<file path="src/include/wfm_pkg.sv">
// wfm_pkg: constants, register map and crc helper for the wake-up pattern matcher
`default_nettype none
package wfm_pkg;

  // ==========================================================================
  // widths
  localparam int ADDR_W = 12;
  localparam int IDX_W  = 10;
  localparam int REG_W  = 16;
  localparam int DATA_W = 32;
  localparam int NPAT   = 2;
  localparam int NWORD  = 6;
  localparam int SLOT_W = 3;
  localparam int MASK_W = 64;
  localparam int CNT_W  = 7;
  localparam int CRC_W  = 32;

  // ==========================================================================
  // register indices, byte address is index times four
  localparam logic [IDX_W-1:0] PATTERN2_CRC_LOW_IDX    = 10'h150;
  localparam logic [IDX_W-1:0] PATTERN2_CRC_HIGH_IDX   = 10'h152;
  localparam logic [IDX_W-1:0] PATTERN2_MASK_WORD0_IDX = 10'h154;
  localparam logic [IDX_W-1:0] PATTERN2_MASK_WORD1_IDX = 10'h156;
  localparam logic [IDX_W-1:0] PATTERN2_MASK_WORD2_IDX = 10'h158;
  localparam logic [IDX_W-1:0] PATTERN2_MASK_WORD3_IDX = 10'h15A;
  localparam logic [IDX_W-1:0] PATTERN3_CRC_LOW_IDX    = 10'h160;
  localparam logic [IDX_W-1:0] PATTERN3_CRC_HIGH_IDX   = 10'h162;
  localparam logic [IDX_W-1:0] PATTERN3_MASK_WORD0_IDX = 10'h164;
  localparam logic [IDX_W-1:0] PATTERN3_MASK_WORD1_IDX = 10'h166;
  localparam logic [IDX_W-1:0] PATTERN3_MASK_WORD2_IDX = 10'h168;
  localparam logic [IDX_W-1:0] PATTERN3_MASK_WORD3_IDX = 10'h16A;
  localparam logic [IDX_W-1:0] MATCH_STATUS_IDX        = 10'h100;

  localparam logic [IDX_W-1:0] REG_IDX [NPAT][NWORD] = '{
    '{PATTERN2_CRC_LOW_IDX, PATTERN2_CRC_HIGH_IDX, PATTERN2_MASK_WORD0_IDX,
      PATTERN2_MASK_WORD1_IDX, PATTERN2_MASK_WORD2_IDX, PATTERN2_MASK_WORD3_IDX},
    '{PATTERN3_CRC_LOW_IDX, PATTERN3_CRC_HIGH_IDX, PATTERN3_MASK_WORD0_IDX,
      PATTERN3_MASK_WORD1_IDX, PATTERN3_MASK_WORD2_IDX, PATTERN3_MASK_WORD3_IDX}
  };

  // word slots inside one pattern bank
  localparam int SLOT_CRC_LO = 0;
  localparam int SLOT_CRC_HI = 1;
  localparam int SLOT_MASK0  = 2;

  // ==========================================================================
  // reset values, status fields, bus answers
  localparam logic [REG_W-1:0] REG_RESET   = 16'h0000;
  localparam logic [CRC_W-1:0] CRC_INIT    = 32'hFFFFFFFF;
  localparam logic [CRC_W-1:0] CRC_POLY    = 32'hEDB88320;
  localparam logic [CNT_W-1:0] MATCH_BYTES = 7'h40;
  localparam logic [CNT_W-1:0] CNT_ZERO    = 7'h00;
  localparam logic [CNT_W-1:0] CNT_ONE     = 7'h01;
  localparam int ST_MATCH_LSB = 0;
  localparam int ST_BUSY_BIT  = 2;
  localparam logic [1:0] RESP_OKAY   = 2'h0;
  localparam logic [1:0] RESP_SLVERR = 2'h2;

  // ==========================================================================
  // reflected ethernet crc step over one byte, lsb first
  function automatic logic [CRC_W-1:0] crc_byte(input logic [CRC_W-1:0] c,
                                                input logic [7:0] b);
    logic [CRC_W-1:0] r;
    r = c;
    for (int i = 0; i < 8; i++) begin
      r = (r[0] ^ b[i]) ? ((r >> 1) ^ CRC_POLY) : (r >> 1);
    end
    return r;
  endfunction : crc_byte

endpackage : wfm_pkg
`default_nettype wire

</file>
<file path="src/include/wfm_byte_if.sv">
// wfm_byte_if: received frame byte stream from the top to the crc units
`timescale 1ns/1ps
`default_nettype none
interface wfm_byte_if;
  import wfm_pkg::*;
  logic             vld;
  logic [7:0]       data;
  logic             last;
  logic [CNT_W-1:0] idx;
  logic             in_win;
  modport src  (output vld, data, last, idx, in_win);
  modport sink (input  vld, data, last, idx, in_win);
endinterface : wfm_byte_if
`default_nettype wire

</file>
<file path="src/hw/wfm_top.sv">
// wfm_top: wake-up pattern 2 and 3 store and matcher with an axi4-lite slave
//
// Local design decision: the AXI4-Lite slave port.
`timescale 1ns/1ps
`default_nettype none
module wfm_top
  import wfm_pkg::*;
(
  input  wire logic              aclk,
  input  wire logic              aresetn,
  // axi4-lite write address
  input  wire logic [ADDR_W-1:0] s_axi_awaddr,
  input  wire logic [2:0]        s_axi_awprot,
  input  wire logic              s_axi_awvalid,
  output logic                   s_axi_awready,
  // axi4-lite write data
  input  wire logic [DATA_W-1:0] s_axi_wdata,
  input  wire logic [3:0]        s_axi_wstrb,
  input  wire logic              s_axi_wvalid,
  output logic                   s_axi_wready,
  // axi4-lite write response
  output logic      [1:0]        s_axi_bresp,
  output logic                   s_axi_bvalid,
  input  wire logic              s_axi_bready,
  // axi4-lite read address
  input  wire logic [ADDR_W-1:0] s_axi_araddr,
  input  wire logic [2:0]        s_axi_arprot,
  input  wire logic              s_axi_arvalid,
  output logic                   s_axi_arready,
  // axi4-lite read data
  output logic      [DATA_W-1:0] s_axi_rdata,
  output logic      [1:0]        s_axi_rresp,
  output logic                   s_axi_rvalid,
  input  wire logic              s_axi_rready,
  // received frame bytes
  input  wire logic              rx_valid,
  input  wire logic [7:0]        rx_data,
  input  wire logic              rx_last,
  // one-cycle match pulses, bit 0 pattern 2, bit 1 pattern 3
  output logic      [NPAT-1:0]   pattern_match
);

  // ==========================================================================
  // write channel state
  logic              aw_have_q;
  logic              aw_have_d;
  logic [IDX_W-1:0]  aw_idx_q;
  logic [IDX_W-1:0]  aw_idx_d;
  logic              w_have_q;
  logic              w_have_d;
  logic [REG_W-1:0]  w_data_q;
  logic [REG_W-1:0]  w_data_d;
  logic [1:0]        w_be_q;
  logic [1:0]        w_be_d;
  logic              bvalid_q;
  logic              bvalid_d;
  logic [1:0]        bresp_q;
  logic [1:0]        bresp_d;

  logic              aw_take;
  logic              w_take;
  logic              wr_fire;
  logic [NPAT-1:0]   wr_pat_hit;
  logic [SLOT_W-1:0] wr_slot;
  logic              wr_hit;

  // ==========================================================================
  // read channel state
  logic              rvalid_q;
  logic              rvalid_d;
  logic [DATA_W-1:0] rdata_q;
  logic [DATA_W-1:0] rdata_d;
  logic [1:0]        rresp_q;
  logic [1:0]        rresp_d;
  logic              ar_take;
  logic [IDX_W-1:0]  ar_idx;
  logic              rd_hit;
  logic [REG_W-1:0]  rd_word;
  logic [DATA_W-1:0] status_word;

  // ==========================================================================
  // frame tracking state
  logic [CNT_W-1:0]  cnt_q;
  logic [CNT_W-1:0]  cnt_d;
  logic              frame_end_q;
  logic              frame_end_d;
  logic [NPAT-1:0]   last_match_q;
  logic [NPAT-1:0]   last_match_d;
  logic              frame_busy;

  logic [REG_W-1:0]  words [NPAT][NWORD];
  logic [NPAT-1:0]   unit_match;

  wfm_byte_if rx_if ();

  // ==========================================================================
  // axi write: address and data taken in either order, answered together
  assign s_axi_awready = !aw_have_q && !bvalid_q;
  assign s_axi_wready  = !w_have_q && !bvalid_q;
  assign aw_take       = s_axi_awvalid && s_axi_awready;
  assign w_take        = s_axi_wvalid && s_axi_wready;
  assign wr_fire       = aw_have_q && w_have_q && !bvalid_q;
  assign wr_hit        = |wr_pat_hit;

  always_comb begin
    wr_pat_hit = '0;
    wr_slot    = '0;
    for (int p = 0; p < NPAT; p++) begin
      for (int k = 0; k < NWORD; k++) begin
        if (aw_idx_q == REG_IDX[p][k]) begin
          wr_pat_hit[p] = 1'b1;
          wr_slot       = SLOT_W'(k);
        end
      end
    end
  end

  always_comb begin
    aw_have_d = aw_have_q;
    aw_idx_d  = aw_idx_q;
    w_have_d  = w_have_q;
    w_data_d  = w_data_q;
    w_be_d    = w_be_q;
    bvalid_d  = bvalid_q;
    bresp_d   = bresp_q;
    if (aw_take) begin
      aw_have_d = 1'b1;
      aw_idx_d  = s_axi_awaddr[ADDR_W-1:2];
    end
    if (w_take) begin
      w_have_d = 1'b1;
      w_data_d = s_axi_wdata[REG_W-1:0];
      w_be_d   = s_axi_wstrb[1:0];
    end
    if (wr_fire) begin
      aw_have_d = 1'b0;
      w_have_d  = 1'b0;
      bvalid_d  = 1'b1;
      bresp_d   = wr_hit ? RESP_OKAY : RESP_SLVERR;
    end else if (bvalid_q && s_axi_bready) begin
      bvalid_d = 1'b0;
    end
  end

  always_ff @(posedge aclk) begin
    if (!aresetn) begin
      aw_have_q <= 1'b0;
      aw_idx_q  <= '0;
      w_have_q  <= 1'b0;
      w_data_q  <= '0;
      w_be_q    <= '0;
      bvalid_q  <= 1'b0;
      bresp_q   <= RESP_OKAY;
    end else begin
      aw_have_q <= aw_have_d;
      aw_idx_q  <= aw_idx_d;
      w_have_q  <= w_have_d;
      w_data_q  <= w_data_d;
      w_be_q    <= w_be_d;
      bvalid_q  <= bvalid_d;
      bresp_q   <= bresp_d;
    end
  end

  assign s_axi_bvalid = bvalid_q;
  assign s_axi_bresp  = bresp_q;

  // ==========================================================================
  // pattern banks, one per pattern
  genvar gp;
  generate
    for (gp = 0; gp < NPAT; gp++) begin : g_pat
      wfm_pat_regs u_regs (
        .aclk    (aclk),
        .aresetn (aresetn),
        .wr_en   (wr_fire && wr_pat_hit[gp]),
        .wr_slot (wr_slot),
        .wr_data (w_data_q),
        .wr_be   (w_be_q),
        .words   (words[gp])
      );

      wfm_crc_unit u_crc (
        .aclk     (aclk),
        .aresetn  (aresetn),
        .rx       (rx_if.sink),
        .mask     ({words[gp][SLOT_MASK0+3], words[gp][SLOT_MASK0+2],
                    words[gp][SLOT_MASK0+1], words[gp][SLOT_MASK0]}),
        .expected ({words[gp][SLOT_CRC_HI], words[gp][SLOT_CRC_LO]}),
        .match    (unit_match[gp])
      );
    end
  endgenerate

  // ==========================================================================
  // axi read: one-cycle answer, unmapped gives slverr and zero
  assign s_axi_arready = !rvalid_q;
  assign ar_take       = s_axi_arvalid && s_axi_arready;
  assign ar_idx        = s_axi_araddr[ADDR_W-1:2];

  // ==========================================================================
  // read lookup, reserved gaps and odd indices miss
  always_comb begin
    rd_hit  = 1'b0;
    rd_word = REG_RESET;
    for (int p = 0; p < NPAT; p++) begin
      for (int k = 0; k < NWORD; k++) begin
        if (ar_idx == REG_IDX[p][k]) begin
          rd_hit  = 1'b1;
          rd_word = words[p][k];
        end
      end
    end
  end

  // ==========================================================================
  // status word: last frame results and frame in progress
  always_comb begin
    status_word                       = '0;
    status_word[ST_MATCH_LSB +: NPAT] = last_match_q;
    status_word[ST_BUSY_BIT]          = frame_busy;
  end

  always_comb begin
    rvalid_d = rvalid_q;
    rdata_d  = rdata_q;
    rresp_d  = rresp_q;
    if (ar_take) begin
      rvalid_d = 1'b1;
      rdata_d  = '0;
      rresp_d  = RESP_SLVERR;
      if (rd_hit) begin
        rdata_d = {{(DATA_W-REG_W){1'b0}}, rd_word};
        rresp_d = RESP_OKAY;
      end else if (ar_idx == MATCH_STATUS_IDX) begin
        rdata_d = status_word;
        rresp_d = RESP_OKAY;
      end
    end else if (rvalid_q && s_axi_rready) begin
      rvalid_d = 1'b0;
    end
  end

  always_ff @(posedge aclk) begin
    if (!aresetn) begin
      rvalid_q <= 1'b0;
      rdata_q  <= '0;
      rresp_q  <= RESP_OKAY;
    end else begin
      rvalid_q <= rvalid_d;
      rdata_q  <= rdata_d;
      rresp_q  <= rresp_d;
    end
  end

  assign s_axi_rvalid = rvalid_q;
  assign s_axi_rdata  = rdata_q;
  assign s_axi_rresp  = rresp_q;

  // ==========================================================================
  // frame byte position, held at 64 past the masked window
  assign rx_if.vld    = rx_valid;
  assign rx_if.data   = rx_data;
  assign rx_if.last   = rx_last;
  assign rx_if.idx    = cnt_q;
  assign rx_if.in_win = (cnt_q < MATCH_BYTES);
  assign frame_busy   = (cnt_q != CNT_ZERO);

  always_comb begin
    cnt_d        = cnt_q;
    frame_end_d  = rx_valid && rx_last;
    last_match_d = frame_end_q ? unit_match : last_match_q;
    if (rx_valid) begin
      if (rx_last) cnt_d = CNT_ZERO;
      else if (cnt_q < MATCH_BYTES) cnt_d = cnt_q + CNT_ONE;
    end
  end

  always_ff @(posedge aclk) begin
    if (!aresetn) begin
      cnt_q        <= CNT_ZERO;
      frame_end_q  <= 1'b0;
      last_match_q <= '0;
    end else begin
      cnt_q        <= cnt_d;
      frame_end_q  <= frame_end_d;
      last_match_q <= last_match_d;
    end
  end

  assign pattern_match = unit_match;

endmodule : wfm_top
`default_nettype wire

</file>
<file path="src/hw/wfm_pat_regs.sv">
// wfm_pat_regs: the six 16-bit words of one wake-up pattern
`timescale 1ns/1ps
`default_nettype none
module wfm_pat_regs
  import wfm_pkg::*;
(
  input  wire logic              aclk,
  input  wire logic              aresetn,
  input  wire logic              wr_en,
  input  wire logic [SLOT_W-1:0] wr_slot,
  input  wire logic [REG_W-1:0]  wr_data,
  input  wire logic [1:0]        wr_be,
  output logic      [REG_W-1:0]  words [NWORD]
);

  logic [REG_W-1:0] words_q [NWORD];
  logic [REG_W-1:0] words_d [NWORD];

  always_comb begin
    for (int k = 0; k < NWORD; k++) begin
      words_d[k] = words_q[k];
      if (wr_en && (wr_slot == SLOT_W'(k))) begin
        if (wr_be[0]) words_d[k][7:0]  = wr_data[7:0];
        if (wr_be[1]) words_d[k][15:8] = wr_data[15:8];
      end
    end
  end

  always_ff @(posedge aclk) begin
    for (int k = 0; k < NWORD; k++) begin
      if (!aresetn) words_q[k] <= REG_RESET;
      else          words_q[k] <= words_d[k];
    end
  end

  assign words = words_q;

endmodule : wfm_pat_regs
`default_nettype wire

</file>
<file path="src/hw/wfm_crc_unit.sv">
// wfm_crc_unit: masked crc over the first bytes of a frame for one pattern
`timescale 1ns/1ps
`default_nettype none
module wfm_crc_unit
  import wfm_pkg::*;
(
  input  wire logic              aclk,
  input  wire logic              aresetn,
  wfm_byte_if.sink               rx,
  input  wire logic [MASK_W-1:0] mask,
  input  wire logic [CRC_W-1:0]  expected,
  output logic                   match
);

  logic [CRC_W-1:0] crc_q;
  logic [CRC_W-1:0] crc_d;
  logic             match_q;
  logic             match_d;

  always_comb begin
    logic [CRC_W-1:0] c;
    c       = crc_q;
    crc_d   = crc_q;
    match_d = 1'b0;
    if (rx.vld) begin
      // mask bit n picks frame byte n+1; beyond byte 64 nothing enters
      if (rx.in_win && mask[rx.idx[5:0]]) c = crc_byte(crc_q, rx.data);
      crc_d = rx.last ? CRC_INIT : c;
      // an empty mask never matches
      if (rx.last) match_d = (|mask) && ((~c) == expected);
    end
  end

  always_ff @(posedge aclk) begin
    if (!aresetn) begin
      crc_q   <= CRC_INIT;
      match_q <= 1'b0;
    end else begin
      crc_q   <= crc_d;
      match_q <= match_d;
    end
  end

  assign match = match_q;

endmodule : wfm_crc_unit
`default_nettype wire

</file>
<file path="config.mk">
export PLATFORM = sky130hd
export DESIGN_NAME = wfm_top
export DESIGN_NICKNAME = d
export VERILOG_FILES = /design/src/include/wfm_pkg.sv /design/src/include/wfm_byte_if.sv /design/src/hw/wfm_top.sv /design/src/hw/wfm_pat_regs.sv /design/src/hw/wfm_crc_unit.sv
export SDC_FILE = /design/constraint.sdc
export NUM_CORES = 1
export LEC_CHECK = 0
export ABC_AREA = 1
export BUFFER_PORTS_ARGS = -buffer_cell sky130_fd_sc_hd__buf_2
export CORE_MARGIN = 2
export CORE_UTILIZATION = 25
export CTS_BUF_LIST = sky130_fd_sc_hd__clkbuf_16
export DETAILED_ROUTE_END_ITERATION = 6
export PLACE_DENSITY = 0.43
export SLEW_MARGIN = 20
export SYNTH_ARGS = -nofsm -noshare
export SYNTH_HDL_FRONTEND = slang
export SYNTH_SLANG_ARGS = --single-unit
</file>
<file path="constraint.sdc">
create_clock -name aclk -period 3.3 [get_ports aclk]
set_input_delay 0.99 -clock aclk [delete_from_list [all_inputs] [get_ports aclk]]
set_output_delay 0.99 -clock aclk [all_outputs]
set_load 0.05 [all_outputs]
</file>
# ---- After elaboration in Yosys (flattened, before gate mapping)
# Index checks and enable logic that the tools add are counted.
dict set report op_classes {
  mux 84
  n_reduce_logical 67
  bitwise_logic 35
  n_addsub 1
  eq_ne 32
  magnitude_cmp 2
}
# operator n
set ops {}
lappend ops {{$mux W32} 22}
lappend ops {{$eq A10 B9 Y1 const B} 25}
lappend ops {{$not A13 Y14} 16}
lappend ops {{$mux W16} 13}
lappend ops {{$reduce_or A64 Y1} 2}
lappend ops {{$eq A32 B32 Y1} 2}
lappend ops {{$not A32 Y32} 2}
lappend ops {{$reduce_and A2 Y1} 25}
lappend ops {{$mux W3} 11}
lappend ops {{$mux W1} 31}
lappend ops {{$logic_and A1 B1 Y1} 28}
lappend ops {{$xor A1 B1 Y1} 16}
lappend ops {{$mux W7} 2}
lappend ops {{$bmux W1 S6} 2}
lappend ops {{$add A7 B1 Y7 const B} 1}
lappend ops {{$lt A6 B7 Y1 const B} 1}
lappend ops {{$lt A7 B7 Y1 const B} 1}
lappend ops {{$reduce_bool A7 Y1} 1}
lappend ops {{$eq A3 B2 Y1 const B} 2}
lappend ops {{$eq A3 B3 Y1 const B} 2}
lappend ops {{$mux W2} 3}
lappend ops {{$reduce_bool A2 Y1} 3}
lappend ops {{$logic_not A1 Y1} 4}
lappend ops {{$reduce_or A2 Y1} 2}
lappend ops {{other kinds (4)} 4}
dict set report word_totals {
  elab_cells 262
  output_inout_bits 43
  in_bits 83
  regBits 336
}

# ---- Logic depth before layout (Yosys ltp)
dict set report logic_depth {
  word_depth 21
  mapped_depth 23
  mapped_depth_nobuf 21
}

# ---- By module
# Synthesis repeated with hierarchy kept, for this count alone.
dict set report hier_totals {
  cells_unflattened 3675
  hier_area_um2 21764.6
}
# module cells_each area_each_um2 instances
set by_module_without_submodules {}
lappend by_module_without_submodules {wfm_pat_regs 713 4424.2 2}
lappend by_module_without_submodules {wfm_crc_unit 728 4131.5 2}
lappend by_module_without_submodules {wfm_top 793 4653.2 1}

# ---- Worst setup path after synthesis
# Ideal clock, no wire load.
dict set report synth_path {
  kind {in2reg}
  start {input port s_axi_araddr[11]}
  end {register rdata_q[11] (netlist: s_axi_rdata[11])}
  arrival_time_ns 2.566
  n_path_buf 2
  setup_ns 0.132
  path_stages 16
  path_slack_ns 0.601
  path_cell_list {inv_1 -> nand2_1 -> buf_2 -> inv_1 -> nand4_1 -> nor2_1 -> buf_2 -> a21oi_1 -> o211ai_1 -> o21ai_0 -> o21bai_1 -> nand3_1 -> nand2_1 -> nand2_1 -> nand2_1 -> a21oi_1}
}
dict set report synth_between {
  elab_chain_cells 14
}
# item line_no
set synth_rtl {}
lappend synth_rtl {{start, declared} wfm_top.sv:26} ;# input wire logic [ADDR_W-1:0] s_axi_araddr,
lappend synth_rtl {{$eq A10 B9 Y1} wfm_top.sv:208} ;# if (ar_idx == REG_IDX[p][k]) begin
lappend synth_rtl {{$mux W16 or $mux W1 (tied branches) (12 in series)} wfm_top.sv:208}
lappend synth_rtl {{$mux W16 (*)} wfm_top.sv:232} ;# if (rd_hit) begin
lappend synth_rtl {{end signal, assigned} wfm_top.sv:251} ;# rdata_q <= rdata_d;
lappend synth_rtl {{end, declared} wfm_top.sv:71} ;# logic [DATA_W-1:0] rdata_q;
# Every way passes the cells marked *; elsewhere a longest branch is shown, timed or not.
# A chain may end at the register's enable or synchronous reset.

# ---- Worst setup path in the final report
dict set report layout_path {
  start {register cnt_q[0]}
  end {register g_pat[0].u_crc.match_q}
}
dict set report layout_between {
  elab_chain_cells 8
}
# item line_no
set layout_rtl {}
lappend layout_rtl {{start, declared} wfm_top.sv:83} ;# logic [CNT_W-1:0] cnt_q;
lappend layout_rtl {{start signal, assigned} wfm_top.sv:285} ;# cnt_q <= cnt_d;
lappend layout_rtl {{$bmux W1 S6} wfm_crc_unit.sv:27} ;# if (rx.in_win && mask[rx.idx[5:0]]) c = crc_byte(crc_q, rx.data);
lappend layout_rtl {{$mux W1 (implied by the code)} wfm_crc_unit.sv:27}
lappend layout_rtl {{$logic_and A1 B1 Y1 (*)} wfm_crc_unit.sv:27}
lappend layout_rtl {{$mux W32 (*)} wfm_crc_unit.sv:27}
lappend layout_rtl {{$mux W32 (*)} wfm_crc_unit.sv:25} ;# if (rx.vld) begin
lappend layout_rtl {{$not A32 Y32 (*)} wfm_crc_unit.sv:30} ;# if (rx.last) match_d = (|mask) && ((~c) == expected);
lappend layout_rtl {{$eq A32 B32 Y1 (*)} wfm_crc_unit.sv:30}
lappend layout_rtl {{$logic_and A1 B1 Y1 (*)} wfm_crc_unit.sv:30}
lappend layout_rtl {{end signal, assigned} wfm_crc_unit.sv:40} ;# match_q <= match_d;
lappend layout_rtl {{end, declared} wfm_crc_unit.sv:17} ;# logic match_q;
# Every way passes the cells marked *; elsewhere a longest branch is shown, timed or not. The select of a mux whose other input is x is not followed.

==> qor.yml <==
ys_seq_elements: 318
cts_setup_buffers: 0
status: "complete, no violations"
fin_area_um2: 22000
antenna_found_initial: 8
peakVddDrop_mv: 0.275
cts_buffer_depth: 3
max_slew.worst_pin.slew_ns: 1.12
clockRootBuffer: "clkbuf_16"
wl_um: 79500
dpl.hpwl_um: 58100
utilization_pct: 29.7
grt_pass1_wl_um: 118000
ctsHtreeMaxLevel: 2
die_area_um2: 77000
area_growth_syn_to_layout_pct: 17.8
cts.clk_slew.worst_paths_ns: 0.05
finalCritPeriodShare_pct: 90.2
dr.pass1.iters: 5
ys_types: 43
drive_above_1_share_pct: 10.5
synth.mux.area_fraction_pct: 0
synth-adder-area-share_pct: 0.134
start_util_pct: 25.2
hold_ws_ns: 0.460
ios: 126
drv_slew: 0
pre_cts_ws_ns: -0.0534
hold_class: "register to register"
start_kind: "register"
final.setup_skew_ns: 0.0189
hold_viol: 0
drc_errors: 0
clock.fmax_mhz: 336
crit_start: "cnt_q[0]"
postLayoutSetupSlackWorst_ns: 0.323
endpoint: "g_pat[0].u_crc.match"
synth_top_family_by_area: "simple AND/OR/NAND/NOR gates"
via_per_inst: 4.71
finalSetupTns_ns: 0
numCtsBuffers: 42
dieHeight_um: 277
clock-sinks: 318
r2r_setup_slack_ns: 0.32
grt_overflow: 0
grt_use_total_pct: 20.2
reg2reg_depth: 21
place_area_um2: 20800
rsz0062_at_grt: "no"
final_cells: 4062
final_nets: 3145
timing.rr.end: "g_pat[0].u_crc.match"
yosysWarnings: 0
syn_area_um2: 18700
synth-compound-area-share_pct: 20.0
wl_per_cell_um: 19.6
r2r-start: "cnt_q[0]"
fillerInstances: 8333
yosys.area_share.simple_pct: 28.2
core_area_um2: 74200
drv_cap: 0
timing.final.crit_period_ns: 2.98
avgSynthCellArea_um2: 6.36
p_per_area_nw_per_um2: 468
port_buffers: 79
end_kind: "register"
slew_headroom_pct: 25.4
grt_max_degree: 226
cp_max_fo: 57
crit_type: "register to register"
die_w_um: 277
finalSetupViolCount: 0
worst_ep_arrival_time_ns: 3.47
gp_congestion: 0.899
grt_pass1_vias: 17826
p_total_mw: 10.3
rows: 100
vias: 19131
synth-xor-area-share_pct: 6.00
worstSkewPairLatency_ns: 0.58
synthCells: 2938
p_leak_nw: 10.0
drt_iter0_markers: 1714
ant_nets: 0
cts_tree: "done"
cp.required_ns: 3.79
ys_seq_area_share_pct: 34.1
placed_cells: 3985
==> placed cells by master (no fill, tap or decap), drive strengths merged, types with 11 or more instances in the layout <==
| cell type | n |
|---|---|
| nor4 | 29 |
| xor2 | 96 |
| clkbuf | 43 |
| clkinv | 26 |
| nand3 | 219 |
| o22ai | 11 |
| inv | 363 |
| nand3b | 13 |
| nor2 | 203 |
| a21oi | 318 |
| dfxtp | 318 |
| nand2 | 742 |
| nand4 | 34 |
| conb | 18 |
| o21ai | 332 |
| xnor2 | 26 |
| o211ai | 31 |
| buf | 228 |
| nor3 | 12 |
==> cell type report <==
cell class,instances,area [um^2],area share (%)
Timing Repair Buffer,228,1650,7.47
Clock inverter,32,145,0.659
Sequential cell,318,6370,28.9
Clock buffer,43,1080,4.89
Tap cell,969,1210,5.51
Inverter,357,1350,6.13
Antenna cell,2,5.00,0.0227
Multi-Input combinational cell,2113,10200,46.4
==> metal layers <==
metal	vias up	track usage (%)	share of wire, %
met5	-	0	0
met4	0	4.52	2.2
met3	80	2.22	5.3
met2	535	31.2	43
met1	8717	30.0	50
li1	9799	-	-
==> worst max-delay path, stage by stage (launching register included) <==
cell and delay (ns):
dfxtp_2 0.35, inv_6 0.37, buf_4 0.22, nand2_1 0.05, nand3_1 0.06, nand2_1 0.05
nand2_1 0.06, nand2_1 0.05, nor2_1 0.13, nand2_1 0.07, nand3_1 0.09, nand2_2 0.12
nand2_2 0.15, buf_12 0.18, inv_4 0.07, nand2_1 0.12, nand3_1 0.08, nand2_1 0.07
nand3_1 0.10, nor2_1 0.13, nand3_1 0.13, nor2_1 0.16
==> synthesized netlist by cell type <==
| master | n | area share (%) |
|---|---|---|
| nand2_1 | 731 | 15 |
| dfxtp_1 | 318 | 34 |
| nand3_1 | 219 | 5.9 |
| or2_2 | 2 | 0.067 |
| conb_1 | 1 | 0.020 |
| o2111ai_1 | 8 | 0.37 |
| nor4_1 | 29 | 0.97 |
| nand2_2 | 11 | 0.37 |
| clkinv_1 | 1 | 0.020 |
| buf_2 | 22 | 0.59 |
| ha_1 | 2 | 0.13 |
| a21oi_1 | 318 | 8.5 |
| o221ai_1 | 3 | 0.14 |
| buf_1 | 7 | 0.14 |
| buf_4 | 36 | 1.4 |
| a221oi_1 | 2 | 0.094 |
| o21bai_1 | 3 | 0.12 |
| xor2_1 | 94 | 4.4 |
| inv_4 | 3 | 0.10 |
| inv_1 | 346 | 6.9 |
| xor2_2 | 2 | 0.17 |
| a211oi_1 | 2 | 0.080 |
| nor3_1 | 12 | 0.32 |
| o21ai_0 | 323 | 8.6 |
| inv_2 | 7 | 0.14 |
| xnor2_1 | 21 | 0.98 |
| and2_1 | 1 | 0.033 |
| o21ai_2 | 1 | 0.047 |
| a311oi_1 | 1 | 0.047 |
| or2_0 | 1 | 0.033 |
| nor2_2 | 5 | 0.17 |
| o211ai_1 | 31 | 1.2 |
| o21ai_1 | 8 | 0.21 |
| o22ai_1 | 11 | 0.37 |
| clkbuf_1 | 97 | 1.9 |
| nand3b_1 | 13 | 0.52 |
| xnor2_2 | 5 | 0.44 |
| nor2_1 | 198 | 4.0 |
| or2_1 | 1 | 0.033 |
| buf_6 | 5 | 0.30 |
| a31oi_1 | 2 | 0.067 |
| o21a_1 | 1 | 0.040 |
| nand4_1 | 34 | 1.1 |
==> power breakdown <==
group	leakage (nW)	internal [mW]	switching (mW)
combinational	6.80	0.686	1.25
sequential	2.58	3.94	0.224
clock	0.636	2.35	1.85
==> cell families (layout without fill, tap and decap cells) <==
family / after synthesis / count (layout)
DFF: 318 / 318
adders and majority gates: 2 / 2
AOI/OAI and AO/OA: 714 / 714
other: 1 / 20
buffers and inverters: 524 / 660
and+or+nand+nor: 1257 / 1257
xor gates and xnor gates: 122 / 122
==> flip-flops by register name, summed over array words and instances (netlist names) <==
signal              count
aw_have_q               1
aw_idx_q               10
cnt_q                   7
frame_end_q             1
g_pat.u_crc.crc_q      64
g_pat.u_crc.match       2
g_pat.u_regs.words    192
last_match_q            2
s_axi_bresp             1
s_axi_bvalid            1
s_axi_rdata            16
s_axi_rresp             1
s_axi_rvalid            1
w_be_q                  2
w_data_q               16
w_have_q                1
==> worst min path at each step <==
stage,from,slack [ns],endpoint,depth (start not counted)
after floorplan,last_match_q[1],0.43,last_match_q[1],2
after global placement,g_pat[1].u_crc.crc_q[18],0.45,g_pat[1].u_crc.crc_q[18],2
after detailed placement,last_match_q[1],0.45,last_match_q[1],2
after CTS,last_match_q[1],0.46,last_match_q[1],2
after global routing,s_axi_rdata[6],0.49,s_axi_rdata[6],2
final,s_axi_rdata[8],0.46,s_axi_rdata[8],2
==> repair_timing <==
| action | in CTS | in global routing |
|---|---|---|
| hold buffers | 0 | 0 |
| gates resized for setup | 0 | 1 |
| setup endpoints to repair | 0 | 1 |
Power figures use the tool's default switching activity.
